File: src/core/sleep_wake_pkg.sv
// Purpose: Shared constants and types for the sleep and wake controller.
// Assumes: 100 MHz pclk, APB register port with 32-bit data.
// Notes:   Times are kept in their own units; cycle counts derive from them.
package sleep_wake_pkg;

	// Clock and time base
	localparam int unsigned CLK_PERIOD_NS    = 10;
	localparam int unsigned MS_NS            = 1000000;
	localparam int unsigned MS_CYCLES        = MS_NS / CLK_PERIOD_NS;
	localparam int unsigned SLEEP_UNIT_MS    = 10;
	// Pending message held for 2.5 sleep units, in ms per unit
	localparam int unsigned HOLD_MS_PER_UNIT = (SLEEP_UNIT_MS * 5) / 2;
	localparam int unsigned BRIEF_WAKE_MS    = 10;

	// Field widths
	localparam int unsigned MODE_W  = 3;
	localparam int unsigned OPT_W   = 16;
	localparam int unsigned CNT_W   = 16;
	localparam int unsigned SLEEP_W = 21;
	localparam int unsigned WAKE_W  = 22;
	localparam int unsigned HOST_W  = 16;
	localparam int unsigned HOLD_W  = 26;

	// Register byte offsets
	localparam logic [7:0] MODE_OFS   = 8'h00;
	localparam logic [7:0] OPT_OFS    = 8'h04;
	localparam logic [7:0] CYCLE_OFS  = 8'h08;
	localparam logic [7:0] SLEEP_OFS  = 8'h0C;
	localparam logic [7:0] WAKE_OFS   = 8'h10;
	localparam logic [7:0] HOST_OFS   = 8'h14;
	localparam logic [7:0] CTRL_OFS   = 8'h18;
	localparam logic [7:0] STATUS_OFS = 8'h1C;

	// Mode codes
	localparam logic [MODE_W-1:0] MODE_NONE      = 3'h0;
	localparam logic [MODE_W-1:0] MODE_PIN       = 3'h1;
	localparam logic [MODE_W-1:0] MODE_CYCLIC    = 3'h4;
	localparam logic [MODE_W-1:0] MODE_CYCLIC_PW = 3'h5;

	// Legal values and limits
	localparam logic [OPT_W-1:0]   OPT_FULL_WAKE = 16'h0100;
	localparam int unsigned        OPT_FULL_BIT  = 8;
	localparam logic [CNT_W-1:0]   CYCLE_MIN     = 16'h0001;
	localparam logic [SLEEP_W-1:0] SLEEP_MIN     = 21'h000001;
	localparam logic [SLEEP_W-1:0] SLEEP_MAX     = 21'h15F900;
	localparam logic [WAKE_W-1:0]  WAKE_MIN      = 22'h000001;
	localparam logic [WAKE_W-1:0]  WAKE_MAX      = 22'h36EE80;

	// Values after reset
	localparam logic [MODE_W-1:0]  MODE_RST  = 3'h0;
	localparam logic [OPT_W-1:0]   OPT_RST   = 16'h0000;
	localparam logic [CNT_W-1:0]   CYCLE_RST = 16'h0001;
	localparam logic [SLEEP_W-1:0] SLEEP_RST = 21'h0000C8;
	localparam logic [WAKE_W-1:0]  WAKE_RST  = 22'h0007D0;
	localparam logic [HOST_W-1:0]  HOST_RST  = 16'h0000;

	typedef enum logic [1:0] {
		S_ON,
		S_WINDOW,
		S_ASLEEP
	} power_state_t;

	typedef struct packed {
		logic [MODE_W-1:0]  sleep_mode_select;
		logic [OPT_W-1:0]   options;
		logic [CNT_W-1:0]   status_assert_cycle_count;
		logic [SLEEP_W-1:0] sleep_period;
		logic [WAKE_W-1:0]  wake_period;
		logic [HOST_W-1:0]  host_wake_delay;
		logic               coord_enable;
	} config_t;

endpackage : sleep_wake_pkg

File: src/core/tick_timer.sv
// Purpose: Down counter that runs on a tick enable and pulses when it ends.
// Assumes: Single pclk domain, tick is a one-cycle enable.
// Notes:   First tick may come early, so the time is short by under a tick.
module tick_timer #(
	parameter int unsigned W = 16
) (
	input  wire logic         pclk,
	input  wire logic         presetn,
	input  wire logic         load,
	input  wire logic [W-1:0] value,
	input  wire logic         stop,
	input  wire logic         tick,
	output logic              busy,
	output logic              done
);

	logic [W-1:0] count_reg;

	always_ff @(posedge pclk or negedge presetn)
	begin
		if (!presetn)
		begin
			count_reg <= '0;
			busy      <= 1'b0;
			done      <= 1'b0;
		end
		else
		begin
			done <= 1'b0;
			if (load)
			begin
				count_reg <= value;
				busy      <= (value != '0);
			end
			else if (stop)
				busy <= 1'b0;
			else if (busy && tick)
			begin
				count_reg <= count_reg - W'(1);
				if (count_reg == W'(1))
				begin
					busy <= 1'b0;
					done <= 1'b1;
				end
			end
		end
	end

endmodule : tick_timer

File: src/core/sleep_wake_controller.sv
// Purpose: Sleep and wake sequencer with APB configuration registers.
// Assumes: All inputs synchronous to pclk; activity inputs are pulses.
// Notes:   Timers run on a 1 ms enable; sleep time counts 10 ms enables.
// Functional notes
// - Modes 0 none, 1 pin, 4/5 cyclic.
// - Pin modes: releasing sleep request wakes device.
// - Cyclic: sleep period, brief check, then sleep.
// - No synchronous sleep mode exists.
// - Options accept 0x0000 or 0x0100; bit8 full wake.
// - Status asserts every Nth cyclic wakeup, N default 1.
// - Sleep period is setting times 10 ms.
// - Coordinator holds pending message 2.5 sleep periods.
// - Cyclic: activity keeps device awake for wake period.
// - Host-wake delay gates output after waking.
// - Zero host-wake delay means no delay.
// - Host serial character ends host-wake delay.
module sleep_wake_controller
	import sleep_wake_pkg::*;
#(
	parameter int unsigned MS_TICK_CYCLES = MS_CYCLES,
	parameter int unsigned BRIEF_MS       = BRIEF_WAKE_MS
) (
	input  wire logic        pclk,
	input  wire logic        presetn,
	input  wire logic        psel,
	input  wire logic        penable,
	input  wire logic        pwrite,
	input  wire logic [7:0]  paddr,
	input  wire logic [31:0] pwdata,
	output logic      [31:0] prdata,
	output logic             pready,
	output logic             pslverr,
	input  wire logic        sleep_request,
	input  wire logic        rf_activity,
	input  wire logic        serial_rx_char,
	input  wire logic        msg_queued,
	input  wire logic        msg_delivered,
	output logic             sleep_status,
	output logic             awake,
	output logic             host_tx_hold,
	output logic             msg_pending,
	output logic             msg_discard
);

	config_t      cfg_reg;
	power_state_t state_reg;
	power_state_t state_next;
	logic [CNT_W-1:0] wake_cnt_reg;
	logic [CNT_W-1:0] wake_cnt_next;
	logic         assert_on_reg;
	logic         assert_on_next;
	logic         status_reg;
	logic         awake_reg;
	logic [31:0]  prdata_reg;
	logic [16:0]  div_reg;
	logic         ms_tick;
	logic [3:0]   unit_reg;
	logic         unit_tick;
	logic         unit_restart;

	// Time base: 1 ms enable and 10 ms enable
	assign ms_tick   = (div_reg == 17'(MS_TICK_CYCLES - 1));
	assign unit_tick = ms_tick && (unit_reg == 4'(SLEEP_UNIT_MS - 1));

	always_ff @(posedge pclk or negedge presetn)
	begin
		if (!presetn)
		begin
			div_reg  <= 17'h00000;
			unit_reg <= 4'h0;
		end
		else
		begin
			div_reg <= ms_tick ? 17'h00000 : div_reg + 17'h00001;
			// Restart the 10 ms count at sleep entry so a sleep is short by under 1 ms
			if (unit_restart)
				unit_reg <= 4'h0;
			else if (ms_tick)
				unit_reg <= unit_tick ? 4'h0 : unit_reg + 4'h1;
		end
	end

	// APB decode
	wire setup_phase = psel && !penable;
	wire wr_access   = psel && penable && pwrite;
	wire hit_mode    = (paddr == MODE_OFS);
	wire hit_opt     = (paddr == OPT_OFS);
	wire hit_cycle   = (paddr == CYCLE_OFS);
	wire hit_sleep   = (paddr == SLEEP_OFS);
	wire hit_wake    = (paddr == WAKE_OFS);
	wire hit_host    = (paddr == HOST_OFS);
	wire hit_ctrl    = (paddr == CTRL_OFS);
	wire hit_status  = (paddr == STATUS_OFS);
	wire mapped      = hit_mode || hit_opt || hit_cycle || hit_sleep || hit_wake
		|| hit_host || hit_ctrl || hit_status;

	// Value checks; a rejected write leaves the register unchanged
	wire [MODE_W-1:0] wr_mode = pwdata[MODE_W-1:0];
	wire mode_ok  = (pwdata[31:MODE_W] == '0) && (wr_mode == MODE_NONE
		|| wr_mode == MODE_PIN || wr_mode == MODE_CYCLIC
		|| wr_mode == MODE_CYCLIC_PW);
	wire opt_ok   = (pwdata == 32'h00000000)
		|| (pwdata == {16'h0000, OPT_FULL_WAKE});
	wire cycle_ok = (pwdata[31:CNT_W] == '0) && (pwdata[CNT_W-1:0] >= CYCLE_MIN);
	wire sleep_ok = (pwdata[31:SLEEP_W] == '0) && (pwdata[SLEEP_W-1:0] >= SLEEP_MIN)
		&& (pwdata[SLEEP_W-1:0] <= SLEEP_MAX);
	wire wake_ok  = (pwdata[31:WAKE_W] == '0) && (pwdata[WAKE_W-1:0] >= WAKE_MIN)
		&& (pwdata[WAKE_W-1:0] <= WAKE_MAX);
	wire host_ok  = (pwdata[31:HOST_W] == '0);
	wire wr_bad   = (hit_mode && !mode_ok) || (hit_opt && !opt_ok)
		|| (hit_cycle && !cycle_ok) || (hit_sleep && !sleep_ok)
		|| (hit_wake && !wake_ok) || (hit_host && !host_ok) || hit_status;

	assign pready  = 1'b1;
	assign pslverr = psel && penable && (!mapped || (pwrite && wr_bad));
	assign prdata  = prdata_reg;

	// Timers
	logic wake_busy;
	logic wake_done;
	logic sleep_busy;
	logic sleep_done;
	logic host_busy;
	logic hold_done;

	wire hold_busy_w;
	wire cyclic     = (cfg_reg.sleep_mode_select == MODE_CYCLIC)
		|| (cfg_reg.sleep_mode_select == MODE_CYCLIC_PW);
	wire pin_wake   = (cfg_reg.sleep_mode_select == MODE_CYCLIC_PW) && !sleep_request;
	wire activity   = rf_activity || serial_rx_char;
	wire full_wake  = cfg_reg.options[OPT_FULL_BIT];

	wire [31:0] status_word = {24'h000000, 1'b0, hold_busy_w, host_busy, status_reg,
		awake_reg, 1'b0, state_reg};
	wire [31:0] rd_word =
		hit_mode   ? 32'(cfg_reg.sleep_mode_select) :
		hit_opt    ? 32'(cfg_reg.options) :
		hit_cycle  ? 32'(cfg_reg.status_assert_cycle_count) :
		hit_sleep  ? 32'(cfg_reg.sleep_period) :
		hit_wake   ? 32'(cfg_reg.wake_period) :
		hit_host   ? 32'(cfg_reg.host_wake_delay) :
		hit_ctrl   ? 32'(cfg_reg.coord_enable) :
		hit_status ? status_word : 32'h00000000;

	always_ff @(posedge pclk or negedge presetn)
	begin
		if (!presetn)
		begin
			cfg_reg    <= '{MODE_RST, OPT_RST, CYCLE_RST, SLEEP_RST, WAKE_RST,
				HOST_RST, 1'b0};
			prdata_reg <= 32'h00000000;
		end
		else
		begin
			if (setup_phase)
				prdata_reg <= rd_word;
			if (wr_access && !wr_bad)
			begin
				if (hit_mode)
					cfg_reg.sleep_mode_select <= wr_mode;
				if (hit_opt)
					cfg_reg.options <= pwdata[OPT_W-1:0];
				if (hit_cycle)
					cfg_reg.status_assert_cycle_count <= pwdata[CNT_W-1:0];
				if (hit_sleep)
					cfg_reg.sleep_period <= pwdata[SLEEP_W-1:0];
				if (hit_wake)
					cfg_reg.wake_period <= pwdata[WAKE_W-1:0];
				if (hit_host)
					cfg_reg.host_wake_delay <= pwdata[HOST_W-1:0];
				if (hit_ctrl)
					cfg_reg.coord_enable <= pwdata[0];
			end
		end
	end

	// Power state sequencing
	always_comb
	begin
		state_next = state_reg;
		unique case (cfg_reg.sleep_mode_select)
			MODE_PIN:
				state_next = sleep_request ? S_ASLEEP : S_ON;
			MODE_CYCLIC, MODE_CYCLIC_PW:
				unique case (state_reg)
					S_ON:
						state_next = S_WINDOW;
					S_WINDOW:
						// Pin-held wake keeps the window open in mode 5
						if (wake_done && !activity && !pin_wake)
							state_next = S_ASLEEP;
					S_ASLEEP:
						if (sleep_done || pin_wake)
							state_next = S_WINDOW;
				endcase
			default:
				state_next = S_ON;
		endcase
	end

	wire wake_evt  = (state_reg == S_ASLEEP) && (state_next != S_ASLEEP);
	wire sleep_evt = (state_reg != S_ASLEEP) && (state_next == S_ASLEEP);
	assign unit_restart = sleep_evt && cyclic;
	wire cyc_wake  = wake_evt && cyclic && !pin_wake;
	wire [CNT_W-1:0] cnt_inc = wake_cnt_reg + CNT_W'(1);

	// Count cyclic wakeups; only the Nth, or a pin wake in mode 5, raises the status line
	always_comb
	begin
		wake_cnt_next  = wake_cnt_reg;
		assert_on_next = assert_on_reg;
		if (!cyclic || state_reg == S_ON || (wake_evt && pin_wake))
		begin
			wake_cnt_next  = '0;
			assert_on_next = 1'b1;
		end
		else if (cyc_wake)
		begin
			if (cnt_inc >= cfg_reg.status_assert_cycle_count)
			begin
				wake_cnt_next  = '0;
				assert_on_next = 1'b1;
			end
			else
			begin
				wake_cnt_next  = cnt_inc;
				assert_on_next = 1'b0;
			end
		end
	end

	always_ff @(posedge pclk or negedge presetn)
	begin
		if (!presetn)
		begin
			state_reg     <= S_ON;
			wake_cnt_reg  <= '0;
			assert_on_reg <= 1'b1;
			status_reg    <= 1'b1;
			awake_reg     <= 1'b1;
		end
		else
		begin
			state_reg     <= state_next;
			wake_cnt_reg  <= wake_cnt_next;
			assert_on_reg <= assert_on_next;
			status_reg    <= (state_next != S_ASLEEP) && assert_on_next;
			awake_reg     <= (state_next != S_ASLEEP);
		end
	end

	assign sleep_status = status_reg;
	assign awake        = awake_reg;

	// Window length: brief check after sleep unless full wake is forced or activity seen
	wire window_start = (state_reg == S_ON) && (state_next == S_WINDOW);
	wire wake_load    = window_start || (state_next == S_WINDOW && activity)
		|| (wake_evt && cyclic);
	wire [WAKE_W-1:0] wake_value = (wake_evt && !activity && !full_wake)
		? WAKE_W'(BRIEF_MS) : cfg_reg.wake_period;

	tick_timer #(.W(WAKE_W)) wake_timer (
		.pclk    (pclk),
		.presetn (presetn),
		.load    (wake_load),
		.value   (wake_value),
		.stop    (state_next != S_WINDOW),
		.tick    (ms_tick),
		.busy    (wake_busy),
		.done    (wake_done)
	);

	tick_timer #(.W(SLEEP_W)) sleep_timer (
		.pclk    (pclk),
		.presetn (presetn),
		.load    (sleep_evt && cyclic),
		.value   (cfg_reg.sleep_period),
		.stop    (state_next != S_ASLEEP),
		.tick    (unit_tick),
		.busy    (sleep_busy),
		.done    (sleep_done)
	);

	// Host-wake delay; a zero setting never starts the timer
	tick_timer #(.W(HOST_W)) host_timer (
		.pclk    (pclk),
		.presetn (presetn),
		.load    (wake_evt),
		.value   (cfg_reg.host_wake_delay),
		.stop    (serial_rx_char || state_next == S_ASLEEP),
		.tick    (ms_tick),
		.busy    (host_busy),
		.done    ()
	);

	assign host_tx_hold = host_busy || !awake_reg;

	// Indirect message hold: 2.5 sleep periods in ms
	wire [HOLD_W-1:0] hold_value = HOLD_W'(cfg_reg.sleep_period) * HOLD_W'(HOLD_MS_PER_UNIT);

	tick_timer #(.W(HOLD_W)) hold_timer (
		.pclk    (pclk),
		.presetn (presetn),
		.load    (msg_queued && cfg_reg.coord_enable),
		.value   (hold_value),
		.stop    (msg_delivered || !cfg_reg.coord_enable),
		.tick    (ms_tick),
		.busy    (hold_busy_w),
		.done    (hold_done)
	);

	assign msg_pending = hold_busy_w;
	assign msg_discard = hold_done;

endmodule : sleep_wake_controller

File: config.mk
export PLATFORM = sky130hd
export DESIGN_NAME = sleep_wake_controller
export DESIGN_NICKNAME = d
export VERILOG_FILES = /design/src/core/sleep_wake_pkg.sv /design/src/core/tick_timer.sv /design/src/core/sleep_wake_controller.sv
export SDC_FILE = /design/constraint.sdc
export NUM_CORES = 1
export LEC_CHECK = 0
export BUFFER_PORTS_ARGS = -buffer_cell sky130_fd_sc_hd__clkbuf_2
export CORE_MARGIN = 5
export CORE_UTILIZATION = 40
export DETAILED_ROUTE_END_ITERATION = 16
export GPL_TIMING_DRIVEN = 0
export PLACE_DENSITY = 0.67
export SLEW_MARGIN = 20
export SYNTH_ARGS = -nofsm -noshare
export SYNTH_HDL_FRONTEND = slang
export SYNTH_HIERARCHICAL = 1
export SYNTH_SLANG_ARGS = --single-unit
File: constraint.sdc
create_clock -name pclk -period 10.5 [get_ports pclk]
set_input_delay 0 -clock pclk [delete_from_list [all_inputs] [get_ports pclk]]
set_output_delay 0 -clock pclk [all_outputs]
set_load 0.03 [all_outputs]
**Yosys cells after proc, flatten, opt, wreduce, memory -nomap -nowiden**

Index checks and enable logic that the tools add are counted.
Widths: inputs -> output; s select.

- Flip-flop bits (word level): 261
- Input port bits: 50
- Output and inout port bits: 39
- Word-level logic and storage cells: 259

- $add $sub $neg: 7
- Multiply operators: 1
- $lt $le $gt $ge: 6
- Equality and inequality tests: 31
- Multiplexer cells: 64
- Reductions and logical operators: 124

Operators with widths:

| operator | number |
|---|---|
| $mux 22 | 9 |
| $mux 16 | 7 |
| $mux 26 | 3 |
| $mux 21 | 3 |
| $logic_and 1x1->1 | 38 |
| $eq 32x9->1 const B | 1 |
| $eq 8x5->1 const B | 4 |
| $logic_not 32->1 | 1 |
| $mux 1 | 31 |
| $reduce_and 2->1 | 15 |
| $logic_not 29->1 | 1 |
| $logic_or 1x1->1 | 28 |
| $eq 26x1->1 const B | 1 |
| $mul 21x5->26 const B | 1 |
| $reduce_bool 26->1 | 1 |
| $sub 26x1->26 const B | 1 |
| $reduce_bool 3->1 | 8 |
| $eq 22x1->1 const B | 1 |
| $ge 22x1->1 const B | 1 |
| $le 22x22->1 const B | 1 |
| $reduce_bool 22->1 | 1 |
| $sub 22x1->22 const B | 1 |
| $eq 21x1->1 const B | 1 |
| $ge 21x1->1 const B | 1 |
| other kinds (36) | 73 |

**Logic depth before layout (Yosys ltp)**

Gate-level depths: netlist (run 1).

- Word-level depth: 16
- Gate-level depth with buffers: 17
- Mapped depth without buffers: 17

**Hierarchy**

The synthesis (run 1) kept the hierarchy.

By module, submodules not included:

| module | times used | cells an instance | area an instance (sq um) | seq. area each (sq um) |
|---|---|---|---|---|
| sleep_wake_controller | 1 | 1045 | 10472.5 | 3995.1 |
| tick_timer at hold_timer | 1 | 190 | 1680.4 | 700.7 |
| tick_timer at sleep_timer | 1 | 159 | 1425.1 | 575.6 |
| tick_timer at wake_timer | 1 | 156 | 1396.3 | 600.6 |
| tick_timer at host_timer | 1 | 115 | 1097.3 | 450.4 |

**Worst setup path before layout (run 1)**

OpenSTA, ideal clock, no wires.

- Path kind: flip-flop to flip-flop
- From: register cfg_reg[47] (netlist name)
- To: register hold_timer.busy
- Library setup time: 133 ps
- Arrival time: 3919 ps
- Required time: 10367 ps
- Path slack: 6448 ps
- Cell stages (with the launch flop): 17
- Buffers on the path: 0
- Clock period less this slack: 4052 ps
- Cells stage by stage: dfrtp_1 > ha_1 > ha_1 > inv_1 > fa_1 > inv_1 > ha_1 > a211o_1 > a21oi_1 > a21boi_0 > o211ai_1 > a2111o_1 > o211a_1 > nor4_1 > nand4_1 > o21ai_0 > o41ai_1

- Word-level cells in the longest chain between the ends: 3

Ends and longest elaborated chain:

| element | line | RTL |
|---|---|---|
| start, declared | sleep_wake_controller.sv:45 | `config_t cfg_reg;` |
| start signal, assigned | sleep_wake_controller.sv:149 | `cfg_reg <= '{MODE_RST, OPT_RST, CYCLE_RST, SLEEP_RST, WAKE_RST,` |
| $mul 21x5->26 | sleep_wake_controller.sv:299 | `wire [HOLD_W-1:0] hold_value = HOLD_W'(cfg_reg.sleep_period) * HOLD_W'(HOLD_MS_PER_UNIT);` |
| net hold_value[24] | sleep_wake_controller.sv:299 |  |
| $reduce_bool 26->1 | tick_timer.sv:33 | `busy <= (value != '0);` |
| $mux 1 | tick_timer.sv:30 | `if (load)` |
| end signal, assigned | tick_timer.sv:33 |  |
| end, declared | tick_timer.sv:13 | `output logic busy,` |

The timed path passes the listed nets, and every way through them passes these cells.
A chain may end at the register's enable or synchronous reset.

**Worst setup path after layout (run 1)**

Ends and elaborated chain as after synthesis.

==> results.json, run 1 <==
{
  "wire_per_inst_um": 19.7,
  "cts_buffer_depth": 3,
  "routed_via_density": 5.76,
  "worstSkewPairLatency_ns": 0.60,
  "startpoint_type": "register",
  "pre_cts_ws_ns": 5.69,
  "synth_area_um2": 16000,
  "vias": 13600,
  "hold_path.class": "primary input to asynchronous set/reset pin",
  "period_needed_ns": 4.89,
  "largest_register_ffs": 95,
  "total_power_mw": 2.39,
  "cts_buffers": 28,
  "worstSetupPathType": "register to register",
  "cp_max_fo": 7,
  "rsz0062_at_grt": "false",
  "end_kind": "register",
  "setup_viol": 0,
  "synthCells": 1663,
  "antenna_found_initial": 1,
  "synth_warnings": 6,
  "start_util_pct": 40.4,
  "cp.required_ns": 10.93,
  "fmax_ghz": 0.204,
  "power.density_nw_per_um2": 128,
  "top_layer": "met4",
  "io_buffers": 75,
  "wl_met2_um": 21600,
  "clock_sinks": 251,
  "cts_tree": "built",
  "clock-root-buffer": "clkbuf_16",
  "hold_violations": 0,
  "dr.pass1.iters": 5,
  "num-nets-final": 1979,
  "maxSlewHeadroom_pct": 31.7,
  "n_fill_cell": 3687,
  "min_period_over_period_pct": 46.6,
  "drt-total-wl_um": 46600,
  "wl_met1_um": 20000,
  "fp.dieH_um": 210,
  "wl_met3_um": 3070,
  "grt_max_degree": 79,
  "status": "complete, no violations",
  "dieArea_um2": 44200,
  "area_growth_pct": 16.2,
  "htree_levels": 1,
  "grt_pass1_wl_um": 74600,
  "syn_avg_cell_area_um2": 9.65,
  "place_congestion": 0.973,
  "core_area_um2": 39700,
  "dp.cells": 2276,
  "first_global_vias": 13700,
  "maxCapViolations": 0,
  "final_cells": 2362,
  "drc": 0,
  "grt.total_usage_pct": 20.7,
  "reg2reg_slack_ns": 5.61,
  "ant_nets": 0,
  "worst_pin_slew_ns": 1.02,
  "finalMaxSlewViolations": 0,
  "place_hpwl_um": 34700,
  "peakVddDrop_mv": 0.109,
  "grt_overflow": 0,
  "whs_ns": 0.0290,
  "drtIter0Drc": 1010,
  "finClkSkew_ns": 0.0377,
  "ioPinCount": 89,
  "final.setup.worst_slack_ns": 5.61,
  "cts.clk_slew.worst_paths_ns": 0.07,
  "row_count": 73,
  "die_w_um": 210,
  "fin_setup_tns_ns": 0,
  "arrival_ns": 5.32,
  "drive_gt1_share_pct": 15.5,
  "p_leak_nw": 8.78
}
## final cells by class
cell class / count / area [um2] / area share, %
flip-flops and latches: 251 / 6300 / 33.8
plain buffers: 74 / 342 / 1.83
clock inverters: 20 / 334 / 1.79
clock buffers: 32 / 746 / 4.00
multi-input cells: 1222 / 8980 / 48.1
diodes: 1 / 2.50 / 0.0134
repair buffers: 112 / 822 / 4.41
inverters: 125 / 469 / 2.52
well taps: 525 / 657 / 3.52
## per-stage QoR
stage / area (um2) / utilization, %
after floorplan: 16100 / -
final: 18600 / 46.9
after detailed placement: 17200 / 43.3
after global routing: 18600 / 46.9
after global placement: 17100 / 43.1
after CTS: 18600 / 46.9
## placed cells by master (no fill, tap or decap), types with 38 or more instances in the layout
master / instances
dfrtp_1: 238
inv_1: 124
nand2_1: 117
nor2_1: 101
ha_1: 99
o21ai_0: 81
mux2_2: 74
clkbuf_2: 74
nand3_1: 53
clkbuf_1: 52
xor2_1: 45
nor3_1: 43
and2_1: 43
a31oi_1: 43
xnor2_1: 38
## power by group
part	internal (mW)	switching, mW	total (mW)	leakage [nW]
Combinational	0.0817	0.138	0.219	4.87
Sequential	0.992	0.0302	1.02	3.38
Clock	0.709	0.439	1.15	0.528
## worst max-delay path, stage by stage (launching register included)
cell and delay, ns:
dfrtp_1 0.63, ha_1 0.32, ha_1 0.28, inv_1 0.05
fa_1 0.49, inv_1 0.04, ha_1 0.34, a211o_1 0.33
a21oi_1 0.20, nor3b_1 0.28, a21oi_1 0.14, o211ai_1 0.31
a2111o_1 0.19, o311ai_0 0.20, nor4_1 0.39, nand4_1 0.13
o21ai_0 0.27, o41ai_1 0.13
## per-layer routing
metal	up-vias	global-route usage, %
li1	6345	-
met1	6685	28.3
met2	468	33.4
met3	114	3.57
met4	0	7.34
met5	-	0
## worst paths after layout
check | startpoint | cells after the start | endpoint
min reg2reg | prdata[2] | 2 | prdata[2]
max reg2reg | cfg_reg[47] | 17 | hold_timer/busy
min in group pclk | penable | 4 | prdata[0]
min | presetn | 2 | sleep_status
max | cfg_reg[47] | 17 | hold_timer/busy
max in group asynchronous | presetn | 4 | cfg_reg[23]
## repair_timing
| item | in CTS | in global routing |
|---|---|---|
| hold buffers | 33 | 0 |
| resized for setup | 0 | 0 |
| setup buffers | 0 | 0 |
| endpoints found under the hold margin | 249 | 0 |
(Power assumes the default switching activity.)
==> inputs of run 2 (changes only) <==
--- a/config.mk
+++ b/config.mk
@@ -5,6 +5,7 @@
 export SDC_FILE = /design/constraint.sdc
 export NUM_CORES = 1
 export LEC_CHECK = 0
+export ABC_AREA = 1
 export BUFFER_PORTS_ARGS = -buffer_cell sky130_fd_sc_hd__clkbuf_2
 export CORE_MARGIN = 5
 export CORE_UTILIZATION = 40
==> constraint.sdc (replaced) <==
create_clock -name pclk -period 5 [get_ports pclk]
set_input_delay 0 -clock pclk [delete_from_list [all_inputs] [get_ports pclk]]
set_output_delay 0 -clock pclk [all_outputs]
set_load 0.03 [all_outputs]
==> run 2 against run 1 <==
Die area up 13%. Global-route usage up 1.5 points. Setup slack worse by 4.7 ns. Synthesized cell count up 51%. Clock power up 110%. Largest cell class unchanged.
==> results.json, run 2 <==
{
  "status": "complete, no violations",
  "dieArea_um2": 50000,
  "htree_levels": 1,
  "p_leak_nw": 11.1,
  "maxCapViolations": 0,
  "place_congestion": 0.987,
  "finalMaxSlewViolations": 0,
  "vias": 17600,
  "fin_setup_tns_ns": 0,
  "place_hpwl_um": 43100,
  "cp_max_fo": 7,
  "cts_buffers": 31,
  "drt-total-wl_um": 56900,
  "setup_viol": 0,
  "ioPinCount": 89,
  "cp.required_ns": 5.47,
  "crit_slowest_cell": "dfstp_2",
  "drive_gt1_share_pct": 11.8,
  "critPathTopFamily": "adder cells",
  "final.setup.worst_slack_ns": 0.880,
  "worstSetupPathType": "register to register",
  "mostFrequentLayoutCells": "nand2_1, inv_1, nor2_1",
  "drtIter0Drc": 1637,
  "clock_sinks": 251,
  "grt_max_degree": 92,
  "hold_path.class": "primary input to asynchronous set/reset pin",
  "die_w_um": 224,
  "synth_area_um2": 18200,
  "row_count": 78,
  "cp_cell_sequence": "ha_1 > ha_1 > inv_1 > fa_1 > inv_1 > ha_1 > nand3_1 > nand3_1 > nand4_1 > nand2_1 > a21boi_0 > o21ai_0 > nand2_1 > nand3_1 > nand2_1 > nor2_1 > nand3_1 > nor2_1 > nand3b_1 > nand2_1 > nand2_1",
  "startpoint_type": "register",
  "cts.clk_slew.worst_paths_ns": 0.06,
  "start_util_pct": 40.3,
  "worst_pin_slew_ns": 1.09,
  "grt_overflow": 0,
  "final_cell_area_um2": 20800,
  "clock-root-buffer": "clkbuf_16",
  "cts_buffer_depth": 3,
  "synth_warnings": 6,
  "cp-startpoint": "cfg_reg[42]",
  "critPathBufInv": 2,
  "dp.cells": 3186,
  "dr.pass1.iters": 8,
  "fmax_ghz": 0.243,
  "routed_via_density": 5.38,
  "largest_register_ffs": 95,
  "cts_tree": "built",
  "finClkSkew_ns": 0.0151,
  "end_kind": "register",
  "antenna_found_initial": 1,
  "grt_pass1_wl_um": 91100,
  "syn_avg_cell_area_um2": 7.25,
  "whs_ns": 0.0267,
  "fp.dieH_um": 224,
  "fin_util_pct": 45.9,
  "wire_per_inst_um": 17.4,
  "num-nets-final": 2813,
  "dpl_cell_area_um2": 19400,
  "power.density_nw_per_um2": 235,
  "pre_cts_ws_ns": 0.886,
  "io_buffers": 61,
  "ant_nets": 0,
  "first_global_vias": 17000,
  "peakVddDrop_mv": 0.260,
  "period_needed_ns": 4.12,
  "area_growth_pct": 13.9,
  "cp_common_cell": "nand2_1",
  "arrival_ns": 4.59,
  "r2r-start": "cfg_reg[42]",
  "hold_violations": 0,
  "rsz0062_at_grt": "false",
  "final_common_cell": "nand2_1",
  "grt.total_usage_pct": 22.2,
  "min_period_over_period_pct": 82.4,
  "total_power_mw": 4.89,
  "synthCells": 2514,
  "worstSkewPairLatency_ns": 0.58,
  "drc": 0,
  "slowest_delay_ns": 0.66,
  "cts.repair.resized": 0,
  "final_cells": 3273,
  "core_area_um2": 45300,
  "maxSlewHeadroom_pct": 27.5
}
==> run 2: worst paths after layout <==
path,end,slack (ns),cells after the start
setup / recovery,hold_timer/busy,0.88,21
hold / removal,sleep_timer/count_reg[18],0.03,2
setup reg to reg,hold_timer/busy,0.88,21
hold reg to reg,div_reg[0],0.45,1
max in group asynchronous,host_timer/count_reg[10],4.04,3
min in group pclk,cfg_reg[0],0.03,6
==> run 2: metal layers <==
metal | global-route usage (%) | wire, um
met1 | 30.8 | 25100
met2 | 35.1 | 25400
met3 | 3.89 | 4290
met4 | 7.47 | 2110
met5 | 0 | 0
==> run 2: area by class of cell <==
cell class,count,area (um2)
Antenna cell,1,2.50
Buffer,102,614
Clock buffer,43,881
Clock inverter,14,203
Fill cell,4488,24500
Inverter,346,1300
Multi-Input combinational cell,1824,10100
Sequential cell,251,6300
Tap cell,600,751
Timing Repair Buffer,92,659
==> run 2: power breakdown <==
part           internal, mW  switching [mW]
Sequential             2.05          0.0296
Clock                  1.48           0.925
Combinational         0.127           0.275
Total                  3.66            1.23
==> run 2: repair_timing <==
item	CTS	global route
hold endpoints to repair	166	0
hold buffers	29	0
setup buffers	0	0
==> inputs of run 3 (changes only) <==
--- a/config.mk
+++ b/config.mk
@@ -11,7 +11,7 @@
 export CORE_UTILIZATION = 40
 export DETAILED_ROUTE_END_ITERATION = 16
 export GPL_TIMING_DRIVEN = 0
-export PLACE_DENSITY = 0.67
+export PLACE_DENSITY = 0.69
 export SLEW_MARGIN = 20
 export SYNTH_ARGS = -nofsm -noshare
 export SYNTH_HDL_FRONTEND = slang
==> constraint.sdc (replaced) <==
create_clock -name pclk -period 3.61 [get_ports pclk]
set_input_delay 0 -clock pclk [delete_from_list [all_inputs] [get_ports pclk]]
set_output_delay 0 -clock pclk [all_outputs]
set_load 0.03 [all_outputs]
==> run 3 against run 2 <==
The run now ends with negative setup slack left. Global-route usage rose by 0.24 points. Clock skew rose by 0.016 ns. Total power rose by 45%. Clock power rose by 51%. Final cell count rose by 1.7%. Critical endpoint unchanged. Largest power group unchanged. Highest routed layer is now met5.
==> results.json, run 3 (same netlist as run 2, synthesis figures left out) <==
{
  "htree_levels": 1,
  "drive_gt1_share_pct": 16.7,
  "fmax_ghz": 0.277,
  "end_kind": "register",
  "period_needed_ns": 3.61,
  "area_growth_pct": 19.5,
  "grt_pass1_wl_um": 91600,
  "violations": "negative setup slack",
  "cts.clk_slew.worst_paths_ns": 0.06,
  "largest_register_ffs": 95,
  "final_common_cell": "nand2_1",
  "fin_util_pct": 48.1,
  "finClkSkew_ns": 0.0315,
  "routed_via_density": 5.36,
  "busiest_layer": "met2",
  "rsz0062_at_grt": "true",
  "fp.dieH_um": 224,
  "maxSlewHeadroom_pct": 45.3,
  "cts_buffer_depth": 3,
  "grt_overflow": 0,
  "n_fill_cell": 4368,
  "dieArea_um2": 50000,
  "gr-usage-met3_pct": 3.74,
  "num-nets-final": 2869,
  "final.setup.worst_slack_ns": -0.00254,
  "first_global_vias": 17000,
  "peakVddDrop_mv": 0.317,
  "hold_path.class": "primary input to asynchronous set/reset pin",
  "dr.pass1.iters": 6,
  "worstSetupPathType": "register to register",
  "drt-total-wl_um": 58300,
  "setup_viol": 1,
  "die_w_um": 224,
  "worst_pin_slew_ns": 0.818,
  "cts_buffers": 31,
  "p_leak_nw": 11.4,
  "pre_cts_ws_ns": -0.500,
  "cp.required_ns": 4.09,
  "grt_util_met1_pct": 30.9,
  "arrival_ns": 4.09,
  "drc": 0,
  "startpoint_type": "register",
  "grt_max_degree": 86,
  "min_period_over_period_pct": 100,
  "clock-root-buffer": "clkbuf_16",
  "grt.total_usage_pct": 22.4,
  "start_util_pct": 40.3,
  "cts_tree": "built",
  "row_count": 78,
  "maxCapViolations": 0,
  "mostFrequentLayoutCells": "nand2_1, inv_1, nor2_1",
  "antenna_found_initial": 2,
  "hold_violations": 0,
  "wire_per_inst_um": 17.5,
  "ioPinCount": 89,
  "status": "complete, but fails checks",
  "power.density_nw_per_um2": 326,
  "ant_nets": 0,
  "finalMaxSlewViolations": 0,
  "drtIter0Drc": 1551,
  "fin_setup_tns_ns": -0.00254,
  "place_hpwl_um": 42700,
  "vias": 17800,
  "io_buffers": 61,
  "place_congestion": 0.962,
  "met2_usage_pct": 36.0,
  "cp_max_fo": 4,
  "core_area_um2": 45300,
  "worstSkewPairLatency_ns": 0.61,
  "clock_sinks": 251
}
## run 3: layout make-up
class,instances,area (um2),area share [%]
diodes,1,2.50,0.0115
multi-input cells,1824,10500,48.1
plain buffers,102,617,2.83
clock buffers,42,887,4.07
clock inverters,16,298,1.37
inverters,346,1300,5.96
well taps,600,751,3.44
repair buffers,148,1140,5.25
flip-flops and latches,251,6320,29.0
## run 3: path summary, 6_finish.rpt
path / startpoint / endpoint / slack, ns / cells past startpoint
setup reg to reg: cfg_reg[45] / hold_timer/busy / -0.003 / 20
min in group pclk: paddr[1] / cfg_reg[26] / 0.02 / 7
setup / recovery: cfg_reg[45] / hold_timer/busy / -0.003 / 20
hold reg to reg: div_reg[0] / div_reg[0] / 0.45 / 1
max in group asynchronous: presetn / cfg_reg[90] / 2.83 / 4
hold / removal: presetn / sleep_timer/count_reg[18] / 0.02 / 3
## run 3: metrics by stage
stage	instance area [um2]	hold WS [ns]	total power, mW	cells
final	21800	0.0175	7.10	3330
after global routing	21800	0.0350	7.33	3329
after CTS	21300	0.000880	7.12	3299
after detailed placement	19400	-0.0516	3.46	3187
after global placement	19300	0.277	3.44	3184
after floorplan	18300	-0.296	3.24	2523
## run 3: timing repair
item	CTS	global route
endpoints found under the setup margin	9	52
setup buffers	16	30
hold endpoints to repair	270	0
resized for setup	39	65
pin swaps	12	50
gates cloned	0	0
hold buffers	38	0
## run 3: routing by layer
layer | routed length, um | part of all wire (%)
met1 | 24700 | 42
met2 | 26800 | 46
met3 | 4760 | 8.2
met4 | 1990 | 3.4
met5 | 15 | 0.026
## run 3: critical path, stage by stage, from the launching register on
cell	delay [ns]
dfstp_2	0.65
ha_4	0.23
ha_1	0.28
inv_1	0.05
fa_1	0.49
inv_2	0.06
ha_4	0.29
nand2_1	0.07
o21a_1	0.19
nand2_2	0.14
a21oi_4	0.08
o21ai_2	0.17
nand2_1	0.11
nand3_2	0.08
nand2_2	0.08
nor2_2	0.09
nand3_2	0.09
nor2_2	0.12
nand3b_1	0.09
nand2_1	0.07
nand2_1	0.06
## run 3: power by group
group          leakage (nW)  internal [mW]  switching [mW]
combinational          7.45          0.204           0.398
clock                 0.584           2.29            1.33
sequential             3.39           2.84          0.0394
